### config.mk
export PLATFORM = sky130hd
export DESIGN_NAME = i2csp_regs
export DESIGN_NICKNAME = d
export VERILOG_FILES = /design/src/i2csp_pkg.sv /design/src/i2csp_regs.sv
export SDC_FILE = /design/constraint.sdc
export NUM_CORES = 1
export LEC_CHECK = 0
export BUFFER_PORTS_ARGS = -buffer_cell sky130_fd_sc_hd__buf_4
export CAP_MARGIN = 20
export CORE_ASPECT_RATIO = 1.1
export CORE_MARGIN = 8
export CORE_UTILIZATION = 44
export DETAILED_ROUTE_END_ITERATION = 12
export GPL_ROUTABILITY_DRIVEN = 0
export HOLD_SLACK_MARGIN = 0.02
export PLACE_DENSITY = 0.81
export SETUP_SLACK_MARGIN = 0.4
export SYNTH_ARGS = -nofsm -noshare
export SYNTH_HDL_FRONTEND = slang
export SYNTH_SLANG_ARGS = --single-unit
export TNS_END_PERCENT = 100
### constraint.sdc
create_clock -name clk_sys_i -period 2.35 [get_ports clk_sys_i]
set_input_delay 0.47 -clock clk_sys_i [delete_from_list [all_inputs] [get_ports clk_sys_i]]
set_output_delay 0.47 -clock clk_sys_i [all_outputs]
set_load 0.02 [all_outputs]
### src/i2csp_pkg.sv
// Constants, field layouts and carrier types of the status/prescaler block
package i2csp_pkg;

  localparam int unsigned ADDR_W = 4;
  localparam int unsigned DATA_W = 32;

  // Register offsets (byte addresses)
  localparam logic [ADDR_W-1:0] OFS_STATUS_CTRL = 4'h0;
  localparam logic [ADDR_W-1:0] OFS_DIV_SELECT  = 4'h4;
  localparam logic [ADDR_W-1:0] OFS_IRQ_GATE    = 4'h8;
  localparam logic [ADDR_W-1:0] OFS_RAW_IRQ     = 4'hC;

  // Status word and control word two bit positions
  localparam int unsigned BIT_ROLE  = 7;
  localparam int unsigned BIT_DIR   = 6;
  localparam int unsigned BIT_BUSY  = 5;
  localparam int unsigned BIT_SREQ  = 4;
  localparam int unsigned BIT_ALOST = 3;
  localparam int unsigned BIT_OWN   = 2;
  localparam int unsigned BIT_BCAST = 1;
  localparam int unsigned BIT_LRB   = 0;
  localparam int unsigned BIT_ENA   = 3;
  localparam int unsigned SWRES_LSB = 0;
  localparam int unsigned SWRES_MSB = 1;

  // Divider field
  localparam int unsigned DIV_LSB   = 0;
  localparam int unsigned DIV_W     = 5;
  localparam int unsigned DIVCNT_W  = 6;
  localparam logic [DIVCNT_W-1:0] DIV_ZERO_CODE_RATIO = 6'h20;

  // Gate and raw flag positions
  localparam int unsigned BIT_GATE  = 0;
  localparam int unsigned BIT_RAW   = 0;

  // Reset values
  localparam logic [DATA_W-1:0] RST_STATUS   = 32'h0000_0010;
  localparam logic [DIV_W-1:0]  RST_DIV      = 5'h00;
  localparam logic              RST_GATE     = 1'b0;

  // Software reset key sequence
  localparam logic [1:0] SWRES_KEY_A = 2'h2;
  localparam logic [1:0] SWRES_KEY_B = 2'h1;

  typedef enum logic {
    SWR_IDLE,
    SWR_ARMED
  } i2csp_swr_state_t;

  // Levels reported by the transfer engine (same clock)
  typedef struct packed {
    logic controller_role;
    logic sending_direction;
    logic bus_occupied;
    logic arbitration_lost;
    logic own_address_hit;
    logic broadcast_call_hit;
    logic final_rx_bit;
  } i2csp_engine_t;

  // Requests to the transfer engine
  typedef struct packed {
    logic controller_role;
    logic sending_direction;
    logic start_req;
    logic stop_req;
    logic bus_enable;
    logic soft_reset;
  } i2csp_ctrl_t;

endpackage : i2csp_pkg

### src/i2csp_regs.sv
// Status word, control word two, divider select and interrupt gate
//
// Functional notes
// - Status word and control word two share one address: read status, write control.
// - Status bit 7 shows controller role: 1 controller, 0 target.
// - Status bit 6 shows direction: 1 transmitting, 0 receiving.
// - Status bit 5 shows bus occupancy: 1 busy, 0 free.
// - Status bit 4 is active-low service request; 1 after reset.
// - Status bit 3 reads 1 when arbitration was lost.
// - Status bit 2 reads 1 on own address match or broadcast call.
// - Status bit 1 reads 1 when a broadcast call was detected.
// - Status bit 0 reads the last received bit on the bus.
// - Five-bit divider field, bits 4 to 0, read-write, sets reference divider.
// - Codes 1..31 divide by value, code 0 divides by 32; resets to 0.
// - Gate bit 0 passes bus interrupt when 1, blocks when 0; resets 0.
// - Raw flag readable regardless of gate; write 1 clears, write 0 ignored.
// - Writing 1 to control bit 4 clears pending request; status bit returns 1.
//
// Added by the designer: strobed register access and the register offsets.
`timescale 1ns/100ps
module i2csp_regs
  import i2csp_pkg::*;
(
  input  wire logic                clk_sys_i,
  input  wire logic                rst_i,
  input  wire logic [ADDR_W-1:0]   reg_addr_i,
  input  wire logic [DATA_W-1:0]   reg_wdata_i,
  input  wire logic                reg_we_i,
  input  wire logic                reg_re_i,
  output logic      [DATA_W-1:0]   reg_rdata_o,
  input  wire i2csp_engine_t       engine_i,
  input  wire logic                service_event_i,
  output i2csp_ctrl_t              ctrl_o,
  output logic                     ref_tick_o,
  output logic                     bus_irq_line_o
);

  typedef struct packed {
    logic [DATA_W-1:0]   rdata;
    logic [DIV_W-1:0]    div_sel;
    logic [DIVCNT_W-1:0] div_cnt;
    logic                tick;
    logic                irq_gate;
    logic                raw_irq_flag;
    logic                sreq_n;
    i2csp_swr_state_t    swr;
    i2csp_ctrl_t         ctrl;
  } i2csp_state_t;

  i2csp_state_t st_q;
  i2csp_state_t st_d;

  logic [7:0]          status_byte;
  logic [DIVCNT_W-1:0] div_ratio;
  logic                wr_ctrl;
  logic                wr_div;
  logic                wr_gate;
  logic                wr_raw;

  always_comb begin
    status_byte            = '0;
    status_byte[BIT_ROLE]  = engine_i.controller_role;
    status_byte[BIT_DIR]   = engine_i.sending_direction;
    status_byte[BIT_BUSY]  = engine_i.bus_occupied;
    status_byte[BIT_SREQ]  = st_q.sreq_n;
    status_byte[BIT_ALOST] = engine_i.arbitration_lost;
    // Broadcast call also counts as an address hit
    status_byte[BIT_OWN]   = engine_i.own_address_hit
                           | engine_i.broadcast_call_hit;
    status_byte[BIT_BCAST] = engine_i.broadcast_call_hit;
    status_byte[BIT_LRB]   = engine_i.final_rx_bit;
  end

  // Code zero stands for the largest ratio
  assign div_ratio = (st_q.div_sel == '0) ? DIV_ZERO_CODE_RATIO
                   : {1'b0, st_q.div_sel};

  assign wr_ctrl = reg_we_i && (reg_addr_i == OFS_STATUS_CTRL);
  assign wr_div  = reg_we_i && (reg_addr_i == OFS_DIV_SELECT);
  assign wr_gate = reg_we_i && (reg_addr_i == OFS_IRQ_GATE);
  assign wr_raw  = reg_we_i && (reg_addr_i == OFS_RAW_IRQ);

  always_comb begin
    st_d = st_q;
    st_d.ctrl.start_req  = 1'b0;
    st_d.ctrl.stop_req   = 1'b0;
    st_d.ctrl.soft_reset = 1'b0;

    // Read data live for one cycle only; unmapped reads return zero
    st_d.rdata = '0;
    if (reg_re_i) begin
      if (reg_addr_i == OFS_STATUS_CTRL) begin
        st_d.rdata[7:0] = status_byte;
      end else if (reg_addr_i == OFS_DIV_SELECT) begin
        st_d.rdata[DIV_LSB +: DIV_W] = st_q.div_sel;
      end else if (reg_addr_i == OFS_IRQ_GATE) begin
        st_d.rdata[BIT_GATE] = st_q.irq_gate;
      end else if (reg_addr_i == OFS_RAW_IRQ) begin
        st_d.rdata[BIT_RAW] = st_q.raw_irq_flag;
      end
    end

    if (wr_div) begin
      st_d.div_sel = reg_wdata_i[DIV_LSB +: DIV_W];
    end
    if (wr_gate) begin
      st_d.irq_gate = reg_wdata_i[BIT_GATE];
    end

    // Set wins over a clear in the same cycle
    if (wr_raw && reg_wdata_i[BIT_RAW]) begin
      st_d.raw_irq_flag = 1'b0;
    end
    if (wr_ctrl && reg_wdata_i[BIT_SREQ]) begin
      st_d.sreq_n = 1'b1;
    end
    if (service_event_i) begin
      st_d.raw_irq_flag = 1'b1;
      st_d.sreq_n       = 1'b0;
    end

    if (wr_ctrl) begin
      st_d.ctrl.controller_role   = reg_wdata_i[BIT_ROLE];
      st_d.ctrl.sending_direction = reg_wdata_i[BIT_DIR];
      st_d.ctrl.start_req         = reg_wdata_i[BIT_BUSY];
      // A stop only makes sense on an occupied bus
      st_d.ctrl.stop_req = !reg_wdata_i[BIT_BUSY]
                         && engine_i.bus_occupied;
      // Disabling mid-transfer is refused to avoid a hung bus
      if (reg_wdata_i[BIT_ENA] || !engine_i.bus_occupied) begin
        st_d.ctrl.bus_enable = reg_wdata_i[BIT_ENA];
      end
    end

    // Two-step key guards against a stray single write
    case (st_q.swr)
      SWR_IDLE: begin
        if (wr_ctrl
            && reg_wdata_i[SWRES_MSB:SWRES_LSB] == SWRES_KEY_A) begin
          st_d.swr = SWR_ARMED;
        end
      end
      SWR_ARMED: begin
        if (wr_ctrl) begin
          if (reg_wdata_i[SWRES_MSB:SWRES_LSB] == SWRES_KEY_B) begin
            st_d.ctrl.soft_reset = 1'b1;
            st_d.swr             = SWR_IDLE;
          end else if (reg_wdata_i[SWRES_MSB:SWRES_LSB] != SWRES_KEY_A) begin
            st_d.swr = SWR_IDLE;
          end
        end
      end
      default: begin
        st_d.swr = SWR_IDLE;
      end
    endcase

    // Reference tick every div_ratio cycles
    st_d.tick = 1'b0;
    if (st_q.div_cnt >= div_ratio - 6'h01) begin
      st_d.div_cnt = '0;
      st_d.tick    = 1'b1;
    end else begin
      st_d.div_cnt = st_q.div_cnt + 6'h01;
    end
    // Restart the divider so a new ratio takes effect cleanly
    if (wr_div) begin
      st_d.div_cnt = '0;
    end
  end

  always_ff @(posedge clk_sys_i) begin
    if (rst_i) begin
      st_q              <= '0;
      st_q.div_sel      <= RST_DIV;
      st_q.irq_gate     <= RST_GATE;
      st_q.sreq_n       <= RST_STATUS[BIT_SREQ];
      st_q.swr          <= SWR_IDLE;
    end else begin
      st_q <= st_d;
    end
  end

  assign reg_rdata_o    = st_q.rdata;
  assign ctrl_o         = st_q.ctrl;
  assign ref_tick_o     = st_q.tick;
  assign bus_irq_line_o = st_q.raw_irq_flag & st_q.irq_gate;
endmodule : i2csp_regs

# After elaboration in Yosys (flattened, before gate mapping)
# Cells that the tools add are included.
dict set report op_classes {
  muxes 16
  reduce_logical 21
  order_cmp 1
  addsub 2
  bitwise 6
  eq_ne 6
}
# op count
set op_table {}
lappend op_table {{2-to-1 mux 1 bit} 11}
lappend op_table {{OR reduction 3 bit} 3}
lappend op_table {{equality test 4 bit, second input constant} 2}
lappend op_table {{logical AND 1 bit} 8}
lappend op_table {{adder 6 x 1 -> 6 bit, second input constant} 1}
lappend op_table {{greater-or-equal comparator 6 bit} 1}
lappend op_table {{2-to-1 mux 6 bit} 1}
lappend op_table {{subtractor 6 x 1 -> 6 bit, second input constant} 1}
lappend op_table {{logical NOT 5 bit} 1}
lappend op_table {{2-to-1 mux 5 bit} 1}
lappend op_table {{equality test 4 x 3 -> 1 bit, second input constant} 1}
lappend op_table {{logical NOT 4 bit} 1}
lappend op_table {{2-to-1 mux 4 bit} 1}
lappend op_table {{inverter 1 bit} 4}
lappend op_table {{nonzero test 2 bit} 2}
lappend op_table {{OR reduction 2 bit} 2}
lappend op_table {{equality test 2 x 1 -> 1 bit, second input constant} 1}
lappend op_table {{equality test 2 bit, second input constant} 1}
lappend op_table {{logical NOT 1 bit} 2}
lappend op_table {{2-to-1 mux 2 bit} 1}
lappend op_table {{inequality test 2 bit, second input constant} 1}
lappend op_table {{one-hot mux 1 bit (2 select lines)} 1}
lappend op_table {{AND reduction 2 bit} 1}
lappend op_table {{bitwise AND 1 bit} 1}
lappend op_table {{2 further kinds} 2}
dict set report totals {
  reg_bits 54
  out_inout_bits 40
}

# Longest topological paths before layout
# Gate-level depths: netlist of run 1.
dict set report logic_depth {
  depth_word 5
  depth_mapped 9
  mapped_depth_nobuf 9
}

# Worst setup path before layout of run 1
# No wires, ideal clock.
dict set report synth_path {
  path_kind {flip-flop to flip-flop}
  start {register st_q[17] (netlist name)}
  end {register st_q[13] (netlist name)}
  required_time_ns 2.218
  arrival_ns 1.549
  setup_slack_ns 0.669
  n_path_buf 0
  stages_incl_launch_ff 9
  setup_time_ns 0.132
  path_cell_list {dfxtp_1 -> inv_1 -> ha_1 -> nand2_1 -> xor2_1 -> ha_1 -> nand4_1 -> o2111ai_1 -> nor2_1}
}
dict set report synth_between {
  elab_chain_len 5
}
# element line_no
set synth_lines {}
lappend synth_lines {{start, declared} i2csp_regs.sv:50} ;# i2csp_state_t st_q;
lappend synth_lines {{start signal, assigned} i2csp_regs.sv:180} ;# st_q <= st_d;
lappend synth_lines {{logical NOT 5 bit} i2csp_regs.sv:75} ;# assign div_ratio = (st_q.div_sel == '0) ? DIV_ZERO_CODE_RATIO
lappend synth_lines {{2-to-1 mux 6 bit *} i2csp_regs.sv:75}
lappend synth_lines {{subtractor 6 x 1 -> 6 bit *} i2csp_regs.sv:160} ;# if (st_q.div_cnt >= div_ratio - 6'h01) begin
lappend synth_lines {{greater-or-equal comparator 6 bit *} i2csp_regs.sv:160}
lappend synth_lines {{OR reduction 3 bit (no source line) *} -}
# Every way passes the cells marked *; elsewhere a longest branch is shown, timed or not.
# A chain may end at the register's enable or synchronous reset.

# Worst setup path in the final report of run 1
dict set report layout_path {
  start {register st_q[17] (netlist name)}
  end {register st_q[14] (netlist name)}
}
# The elaborated chain is that of the path after synthesis.

==> results.sh, run 1 <==
export IMPL_hold_path_class="primary input to flip-flop"
export IMPL_clockRootBuffer="clkbuf_8"
export IMPL_synth_top_cells_by_area="dfxtp_1, buf_4, ha_1"
export IMPL_cts_tree="built"
export IMPL_cp_max_fo=6
export IMPL_multi_input_area_um2=779.5
export IMPL_route_met3_wl_um=247
export IMPL_antenna_found_initial=0
export IMPL_dr_total_vias=1174
export IMPL_avgSynthCellArea_um2=8.849
export IMPL_p_per_area_nw_per_um2=588.6
export IMPL_fin_setup_tns_ps=0
export IMPL_die_y_um=79.11
export IMPL_period_share_pct=77.80
export IMPL_grt_first_pass_wirelength_um=5092
export IMPL_cp_arrival_ps=1990
export IMPL_globalRouteOverflowTotal=0
export IMPL_grt_total_usage_pct=11.25
export IMPL_max_freq_mhz=547.0
export IMPL_post_cts_buffers=0
export IMPL_cts_made_buffers=5
export IMPL_finalCriticalPeriod_ps=1828
export IMPL_dr_pass1_iters=4
export IMPL_rsz0062_at_grt="no"
export IMPL_clk_latency_ps=280
export IMPL_synth_seq_area_share_pct=37.71
export IMPL_path_clk_slew_ps=60
export IMPL_synth_cell_types=32
export IMPL_row_count=23
export IMPL_rrSetupSlack_ps=520
export IMPL_topRoutingLayerUsed="met4"
export IMPL_slew_viol_final=0
export IMPL_p_leak_nw=0.8433
export IMPL_drc=0
export IMPL_cap_violations=0
export IMPL_max_vdd_ir_drop_v=0.0003162
export IMPL_wl_met2_um=1583
export IMPL_seq_area_um2=600.6
export IMPL_drive_above_1_share_pct=25.84
export IMPL_die_area_um2=5804
export IMPL_wirelength_um=3189
export IMPL_cts_path_max_buffers=2
export IMPL_grt_pass1_vias=1173
export IMPL_dpl_hpwl_um=2520
export IMPL_grt_max_degree=18
export IMPL_via_per_inst=4.533
export IMPL_syn_area_um2=1593
export IMPL_ant_nets=0
export IMPL_finalClockSkew_ps=6.858
export IMPL_netlist_top_cell_by_area="dfxtp_1"
export IMPL_synthDominantCellAreaShare_pct=37.71
export IMPL_wl_met1_um=1303
export IMPL_syn_inst=180
export IMPL_fillCellCount=368
export IMPL_cts_htree_levels=2
export IMPL_port_buffers=39
export IMPL_timing_hold_ws_ps=356.3
export IMPL_synth_seq_cells=30
export IMPL_yosys_warnings=0
export IMPL_cts_sinks=30
export IMPL_core_area_um2=3568
export IMPL_crit_type="flip-flop to flip-flop"
export IMPL_cp_required_ps=2510
export IMPL_num_antenna_cells=0
export IMPL_nets=264
export IMPL_critical_path_endpoint_type="flip-flop"
export IMPL_ioPinCount=88
export IMPL_wl_per_cell_um=12.31
export IMPL_status="complete, no violations"
export IMPL_syn2layout_area_growth_pct=15.87
export IMPL_setup_violations_final=0
export IMPL_drt_iter0_drc=39
export IMPL_start_util_pct=44.64
export IMPL_hold_violations=0
export IMPL_die_width_um=73.37
export IMPL_startpoint_type="flip-flop"
## state kept, by name (all words and copies together) (netlist names)
name         flops
ctrl_o           6
ref_tick_o       1
reg_rdata_o      8
st_q            15
## kinds of logic (layout without fill, tap and decap cells)
family                   count (synthesis)  after routing  synth area share (%)
multiplexers                             5              5                 3.928
adder cells (fa/ha/maj)                  8              8                 6.285
AND/OR/NAND/NOR                         62             62                 21.05
buffers and inverters                   46             52                 20.03
AO/OA/AOI/OAI                           20             20                 6.677
XOR/XNOR                                 7              7                 3.849
other                                    2             25                0.4715
flip-flops                              30             30                 37.71
## critical path: stages, from the launching register on
cell,delay (ps)
dfxtp_1,340
inv_1,80
ha_1,180
nand2_1,70
xor2_1,140
ha_1,300
nand4_1,180
o2111ai_4,330
nor2_1,90
## cells in the final DEF, fill, tap and decap left out, types with 2 or more instances in the layout
cell type,instances
nand2b_1,2
xor2_1,4
nand2_1,17
o21ai_0,3
buf_4,39
xnor2_1,3
and3_1,2
dfxtp_1,30
mux2i_1,4
conb_1,25
nor4_1,2
a21oi_1,15
clkbuf_8,6
inv_1,5
and2_1,5
ha_1,8
nand3_1,8
nor2_1,14
## report_power, final
group	switching [mW]	internal (mW)	total (mW)
Sequential	0.00981	0.519	0.529
Clock	0.186	0.236	0.421
Combinational	0.0839	0.0521	0.136
Total	0.279	0.807	1.09
## worst paths after layout
| kind | start | to | depth (start not counted) |
|---|---|---|---|
| setup / recovery | st_q[17]$_SDFFE_PP0P_ | st_q[14]$_SDFF_PP0_ | 8 |
| hold / removal | reg_wdata_i[5] | ctrl_o[2]$_SDFF_PP0_ | 2 |
| setup reg to reg | st_q[17]$_SDFFE_PP0P_ | st_q[14]$_SDFF_PP0_ | 8 |
| hold reg to reg | st_q[6]$_SDFF_PP0_ | ctrl_o[0]$_SDFF_PP0_ | 2 |
## Yosys cell counts
cell type	count
a21oi_1	15
and2_1	5
and2b_1	1
and2b_2	1
and3_1	2
buf_4	39
clkbuf_1	2
conb_1	2
dfxtp_1	30
ha_1	8
inv_1	5
mux2i_1	4
mux4_2	1
nand2_1	17
nand2b_1	2
nand3_1	8
nand3b_1	1
nand4_1	1
nor2_1	15
nor2_4	1
nor3_1	1
nor4_1	2
nor4b_1	1
nor4b_4	1
o2111ai_1	1
o21a_1	1
o21ai_0	3
or2_4	1
or4_2	1
or4b_1	1
xnor2_1	3
xor2_1	4
## stage by stage
stage          area [um2]  setup slack (ps)  util [%]  total power [mW]  std cells
2_1_floorplan        1679             668.7         -            0.6537        203
3_3_place_gp         1734             449.7     48.60            0.6679        251
3_5_place_dp         1734             382.5     48.60            0.6710        251
4_1_cts              1832             499.9     51.33             1.093        259
5_1_grt              1846             407.9     51.72             1.128        259
6_report             1846             521.8     51.72             1.086        259
## routing by layer
layer  vias up  track usage [%]
met2        42            19.34
met3         6            5.038
met4         0            5.400
li1        591                -
met1       535            11.29
met5         -                0
## area by class of cell
class / instances / area share [%]
flip-flops and latches: 30 / 32.54
well taps: 50 / 3.390
multi-input cells: 127 / 42.24
clock buffers: 7 / 4.678
clock inverters: 1 / 0.2712
inverters: 5 / 1.017
repair buffers: 39 / 15.86
## what timing repair did
action | CTS | global route
endpoints found under the hold margin | 0 | 0
hold buffers | 0 | 0
gates cloned | 0 | 0
setup endpoints to repair | 3 | 6
resized for setup | 1 | 2
(Power assumes the default switching activity.)
==> inputs of run 2 (changes only) <==
==> constraint.sdc (replaced) <==
create_clock -name clk_sys_i -period 1.8 [get_ports clk_sys_i]
set_input_delay 0.36 -clock clk_sys_i [delete_from_list [all_inputs] [get_ports clk_sys_i]]
set_output_delay 0.36 -clock clk_sys_i [all_outputs]
set_load 0.02 [all_outputs]
==> results.sh, run 2 (synthesized netlist as in run 1, its figures left out) <==
export IMPL_clk_latency_ps=280
export IMPL_setup_violations_final=0
export IMPL_clockRootBuffer="clkbuf_8"
export IMPL_dpl_hpwl_um=2695
export IMPL_cts_path_max_buffers=2
export IMPL_cts_htree_levels=2
export IMPL_cp_required_ps=1960
export IMPL_nets=269
export IMPL_rsz0062_at_grt="yes"
export IMPL_cp_max_fo=6
export IMPL_ant_nets=0
export IMPL_largest_reg_flops=15
export IMPL_timing_hold_ws_ps=237.2
export IMPL_cts_sinks=30
export IMPL_globalRouteOverflowTotal=0
export IMPL_critPathBufInv=1
export IMPL_core_area_um2=3568
export IMPL_grt_max_degree=18
export IMPL_drt_iter0_drc=43
export IMPL_wl_met1_um=1266
export IMPL_period_share_pct=92.90
export IMPL_syn2layout_area_growth_pct=20.97
export IMPL_status="complete, no violations"
export IMPL_grt_pass1_vias=1321
export IMPL_dr_total_vias=1213
export IMPL_cap_violations=0
export IMPL_grt_total_usage_pct=12.73
export IMPL_num_antenna_cells=0
export IMPL_crit_type="flip-flop to flip-flop"
export IMPL_critical_path_endpoint_type="flip-flop"
export IMPL_slew_viol_final=0
export IMPL_fin_setup_tns_ps=0
export IMPL_route_met3_wl_um=221
export IMPL_topRoutingLayerUsed="met4"
export IMPL_hold_path_class="primary input to flip-flop"
export IMPL_dr_pass1_iters=4
export IMPL_crit_slowest_cell="dfxtp_2"
export IMPL_antenna_found_initial=0
export IMPL_die_y_um=79.11
export IMPL_drive_above_1_share_pct=31.78
export IMPL_die_width_um=73.37
export IMPL_max_freq_mhz=598.0
export IMPL_grt_first_pass_wirelength_um=5761
export IMPL_cts_tree="built"
export IMPL_drc=0
export IMPL_finalClockSkew_ps=10.02
export IMPL_max_vdd_ir_drop_v=0.0002650
export IMPL_ioPinCount=88
export IMPL_via_per_inst=4.595
export IMPL_fillCellCount=329
export IMPL_top_register="st_q"
export IMPL_row_count=23
export IMPL_wl_met2_um=1878
export IMPL_start_util_pct=44.64
export IMPL_finalCriticalPeriod_ps=1672
export IMPL_p_per_area_nw_per_um2=796.8
export IMPL_layout_common_cells="buf_4, dfxtp_1, conb_1, nand2_1, a21oi_1"
export IMPL_cpLargestDelayFamily="adder cells"
export IMPL_cp_arrival_ps=1830
export IMPL_die_area_um2=5804
export IMPL_hold_violations=0
export IMPL_final_util_pct=54.00
export IMPL_crit_chain="inv_2, ha_4, nand2_2, xor2_1, ha_1, nand4_1, o2111ai_4, nor2_1"
export IMPL_slowest_delay_ps=340
export IMPL_wirelength_um=3455
export IMPL_final_common_cell="buf_4"
export IMPL_wl_per_cell_um=13.09
export IMPL_startpoint_type="flip-flop"
export IMPL_p_leak_nw=0.8817
export IMPL_port_buffers=39
export IMPL_path_clk_slew_ps=70
export IMPL_cts_made_buffers=5
run 2: cell types whose count changed in the layout (fill, tap and decap cells not counted), moves of 2 or more:
cell / previous run / this run
inv_1: 5 / 3
dfxtp_1: 30 / 27
inv_2: 0 / 2
buf_4: 39 / 44
dfxtp_2: 0 / 2
run 2: through the flow:
stage	instance area (um2)	cells	setup slack, ps	total power, mW
4_1_cts	1923	264	120.7	1.539
2_1_floorplan	1703	203	265.3	0.8562
5_1_grt	1927	264	24.27	1.600
3_3_place_gp	1773	253	129.5	0.8757
6_report	1927	264	127.8	1.535
3_5_place_dp	1773	253	109.9	0.8825
run 2: final timing paths:
check	from	depth (start not counted)	slack (ps)	endpoint
max	st_q[17]$_SDFFE_PP0P_	8	130	st_q[11]$_SDFF_PP0_
min	reg_wdata_i[5]	2	240	ctrl_o[2]$_SDFF_PP0_
max reg2reg	st_q[17]$_SDFFE_PP0P_	8	130	st_q[11]$_SDFF_PP0_
min reg2reg	st_q[6]$_SDFF_PP0_	2	440	ctrl_o[0]$_SDFF_PP0_
run 2: cell type report:
cell class,instances,area (um2),share of cell area [%]
Multi-Input combinational cell,127,799.5,41.49
Tap cell,50,62.56,3.247
Sequential cell,30,606.8,31.49
Inverter,5,18.77,0.9740
Timing Repair Buffer,44,330.3,17.14
Clock inverter,3,40.04,2.078
Clock buffer,5,68.82,3.571
run 2: per-layer routing:
metal  vias to the layer above  GRT usage, %
met2                        38         22.92
li1                        600             -
met3                         8         4.282
met5                         -             0
met1                       567         12.32
met4                         0         7.200
run 2: worst register-to-register path: cells and delay by family, from the launching register on:
kind	cells	cell delay, ps
AOI/OAI and AO/OA	1	310
xor gates and xnor gates	1	140
adders and majority gates	2	430
buffers and inverters	1	80
DFF	1	340
and+or+nand+nor	3	260
run 2: power breakdown:
| group | leakage [nW] | switching, mW | internal [mW] |
|---|---|---|---|
| clock | 0.0579 | 0.255 | 0.407 |
| sequential | 0.245 | 0.0130 | 0.676 |
| combinational | 0.579 | 0.111 | 0.0731 |
| total | 0.882 | 0.379 | 1.16 |
run 2: timing repair:
action,CTS,global route
resized for setup,3,2
setup buffers,3,0
pin swaps,1,6
endpoints found under the setup margin,7,7
hold buffers,0,0
==> inputs of run 3 (changes only) <==
--- a/config.mk
+++ b/config.mk
@@ -5,15 +5,15 @@
 export SDC_FILE = /design/constraint.sdc
 export NUM_CORES = 1
 export LEC_CHECK = 0
-export BUFFER_PORTS_ARGS = -buffer_cell sky130_fd_sc_hd__buf_4
 export CAP_MARGIN = 20
-export CORE_ASPECT_RATIO = 1.1
+export CORE_ASPECT_RATIO = 1.4
 export CORE_MARGIN = 8
 export CORE_UTILIZATION = 44
 export DETAILED_ROUTE_END_ITERATION = 12
+export DONT_BUFFER_PORTS = 1
 export GPL_ROUTABILITY_DRIVEN = 0
 export HOLD_SLACK_MARGIN = 0.02
-export PLACE_DENSITY = 0.81
+export PLACE_DENSITY = 0.61
 export SETUP_SLACK_MARGIN = 0.4
 export SYNTH_ARGS = -nofsm -noshare
 export SYNTH_HDL_FRONTEND = slang
==> results.sh, run 3 (synthesized netlist as in run 1, its figures left out) <==
export IMPL_drc=0
export IMPL_num_antenna_cells=0
export IMPL_cap_violations=0
export IMPL_globalRouteOverflowTotal=0
export IMPL_die_y_um=87.19
export IMPL_wl_per_cell_um=14.59
export IMPL_critical_path_endpoint_type="flip-flop"
export IMPL_ant_nets=0
export IMPL_topRoutingLayerUsed="met4"
export IMPL_antenna_found_initial=0
export IMPL_nets=228
export IMPL_p_leak_nw=0.6700
export IMPL_cts_sinks=30
export IMPL_hold_end="st_q[18]$_SDFFE_PP0P_"
export IMPL_final_common_cell="dfxtp_1"
export IMPL_port_buffers=0
export IMPL_dpl_hpwl_um=2503
export IMPL_startpoint_type="flip-flop"
export IMPL_rrSetupSlack_ps=130
export IMPL_core_area_um2=3546
export IMPL_grt_max_degree=18
export IMPL_cts_htree_levels=2
export IMPL_fin_setup_tns_ps=0
export IMPL_p_per_area_nw_per_um2=927.7
export IMPL_crit_slowest_cell="dfxtp_2"
export IMPL_cts_made_buffers=5
export IMPL_hold_path_class="primary input to flip-flop"
export IMPL_rsz0062_at_grt="yes"
export IMPL_layout_common_cells="dfxtp_1, conb_1, nand2_1, nor2_1, a21oi_1"
export IMPL_grt_first_pass_wirelength_um=5126
export IMPL_ioPinCount=88
export IMPL_row_count=26
export IMPL_cts_tree="built"
export IMPL_dr_total_vias=1042
export IMPL_clockRootBuffer="clkbuf_8"
export IMPL_largest_reg_flops=15
export IMPL_power_mw=1.486
export IMPL_setup_violations_final=0
export IMPL_finalClockSkew_ps=3.992
export IMPL_die_area_um2=5829
export IMPL_grt_pass1_vias=1136
export IMPL_drive_above_1_share_pct=13.37
export IMPL_wl_met1_um=1132
export IMPL_final_util_pct=45.17
export IMPL_clk_latency_ps=280
export IMPL_hold_violations=0
export IMPL_max_freq_mhz=598.9
export IMPL_cp_max_fo=6
export IMPL_wl_met2_um=1606
export IMPL_route_met3_wl_um=316
export IMPL_via_per_inst=4.869
export IMPL_worstHoldStart="rst_i"
export IMPL_finalCriticalPeriod_ps=1670
export IMPL_top_register="st_q"
export IMPL_status="complete, no violations"
export IMPL_cts_hold_buf=0
export IMPL_rr_endpoint="st_q[16]$_SDFF_PP0_"
export IMPL_slew_viol_final=0
export IMPL_path_clk_slew_ps=60
export IMPL_cts_path_max_buffers=2
export IMPL_slowest_delay_ps=330
export IMPL_max_vdd_ir_drop_v=0.0005900
export IMPL_syn2layout_area_growth_pct=0.5501
export IMPL_wirelength_um=3123
export IMPL_cp_required_ps=1960
export IMPL_whs_path_depth=1
export IMPL_crit_chain="inv_2, ha_4, nand2_2, xor2_1, ha_1, nand4_1, o2111ai_4, nor2_1"
export IMPL_drt_iter0_drc=21
export IMPL_crit_type="flip-flop to flip-flop"
export IMPL_grt_total_usage_pct=11.40
export IMPL_die_width_um=66.85
export IMPL_dr_pass1_iters=4
export IMPL_r2r_start="st_q[17]$_SDFFE_PP0P_"
export IMPL_period_share_pct=92.77
export IMPL_start_util_pct=44.92
export IMPL_r2r_cells=8
export IMPL_cp_arrival_ps=1830
-- run 3: cell types whose count changed in the layout (fill, tap and decap cells not counted), sizes merged --
| cell | before | now |
|---|---|---|
| clkbuf | 5 | 6 |
| clkinv | 2 | 0 |
| buf | 44 | 3 |
-- run 3: critical path, delay by kind of cell, from the launching register on --
family | cells | cell delay (ps)
AO/OA/AOI/OAI | 1 | 310
XOR/XNOR | 1 | 140
AND/OR/NAND/NOR | 3 | 280
buffers and inverters | 1 | 80
flip-flops | 1 | 330
adder cells (fa/ha/maj) | 2 | 430
-- run 3: power by group --
part           internal (mW)  switching, mW
registers              0.678         0.0161
logic                 0.0360         0.0782
clock network          0.442          0.235
total                   1.16          0.330
-- run 3: layout make-up --
cell class	count	area [um2]
Clock buffer	6	82.58
Clock inverter	1	30.03
Fill cell	345	1944
Inverter	5	18.77
Multi-Input combinational cell	127	792.0
Sequential cell	30	603.1
Tap cell	42	52.55
Timing Repair Buffer	3	22.52
-- run 3: metrics by stage --
step | instance area, um2 | hold slack (ps) | setup WS, ps | cells
after global placement | 1455 | 424.6 | 148.0 | 204
after detailed placement | 1455 | 426.0 | 93.59 | 204
after global routing | 1602 | 124.7 | 8.092 | 214
final | 1602 | 136.0 | 130.2 | 214
after floorplan | 1703 | 422.4 | 265.3 | 203
after CTS | 1602 | 124.8 | 122.5 | 214
-- run 3: what timing repair did --
action                     4_1_cts  5_1_grt
resized for setup                2        0
pin swaps                        7        3
setup buffers                    3        0
setup endpoints to repair        7        7
gates cloned                     0        0
-- run 3: layer usage --
| metal | track usage [%] | vias to the layer above |
|---|---|---|
| met5 | 0 | - |
| met4 | 6.107 | 0 |
| met3 | 6.443 | 5 |
| met2 | 18.59 | 39 |
| met1 | 11.01 | 483 |
| li1 | - | 515 |
-- run 3: how the worst max path moves through the flow --
stage	endpoint	depth (start not counted)	slack, ps	start
2_1_floorplan	st_q[11]$_SDFF_PP0_	8	270	st_q[17]$_SDFFE_PP0P_
6_report	st_q[16]$_SDFF_PP0_	8	130	st_q[17]$_SDFFE_PP0P_
4_1_cts	st_q[16]$_SDFF_PP0_	8	120	st_q[17]$_SDFFE_PP0P_
5_1_grt	st_q[15]$_SDFF_PP0_	9	8	st_q[18]$_SDFFE_PP0P_
3_3_place_gp	st_q[11]$_SDFF_PP0_	8	150	st_q[17]$_SDFFE_PP0P_
3_5_place_dp	st_q[12]$_SDFF_PP0_	8	90	st_q[17]$_SDFFE_PP0P_
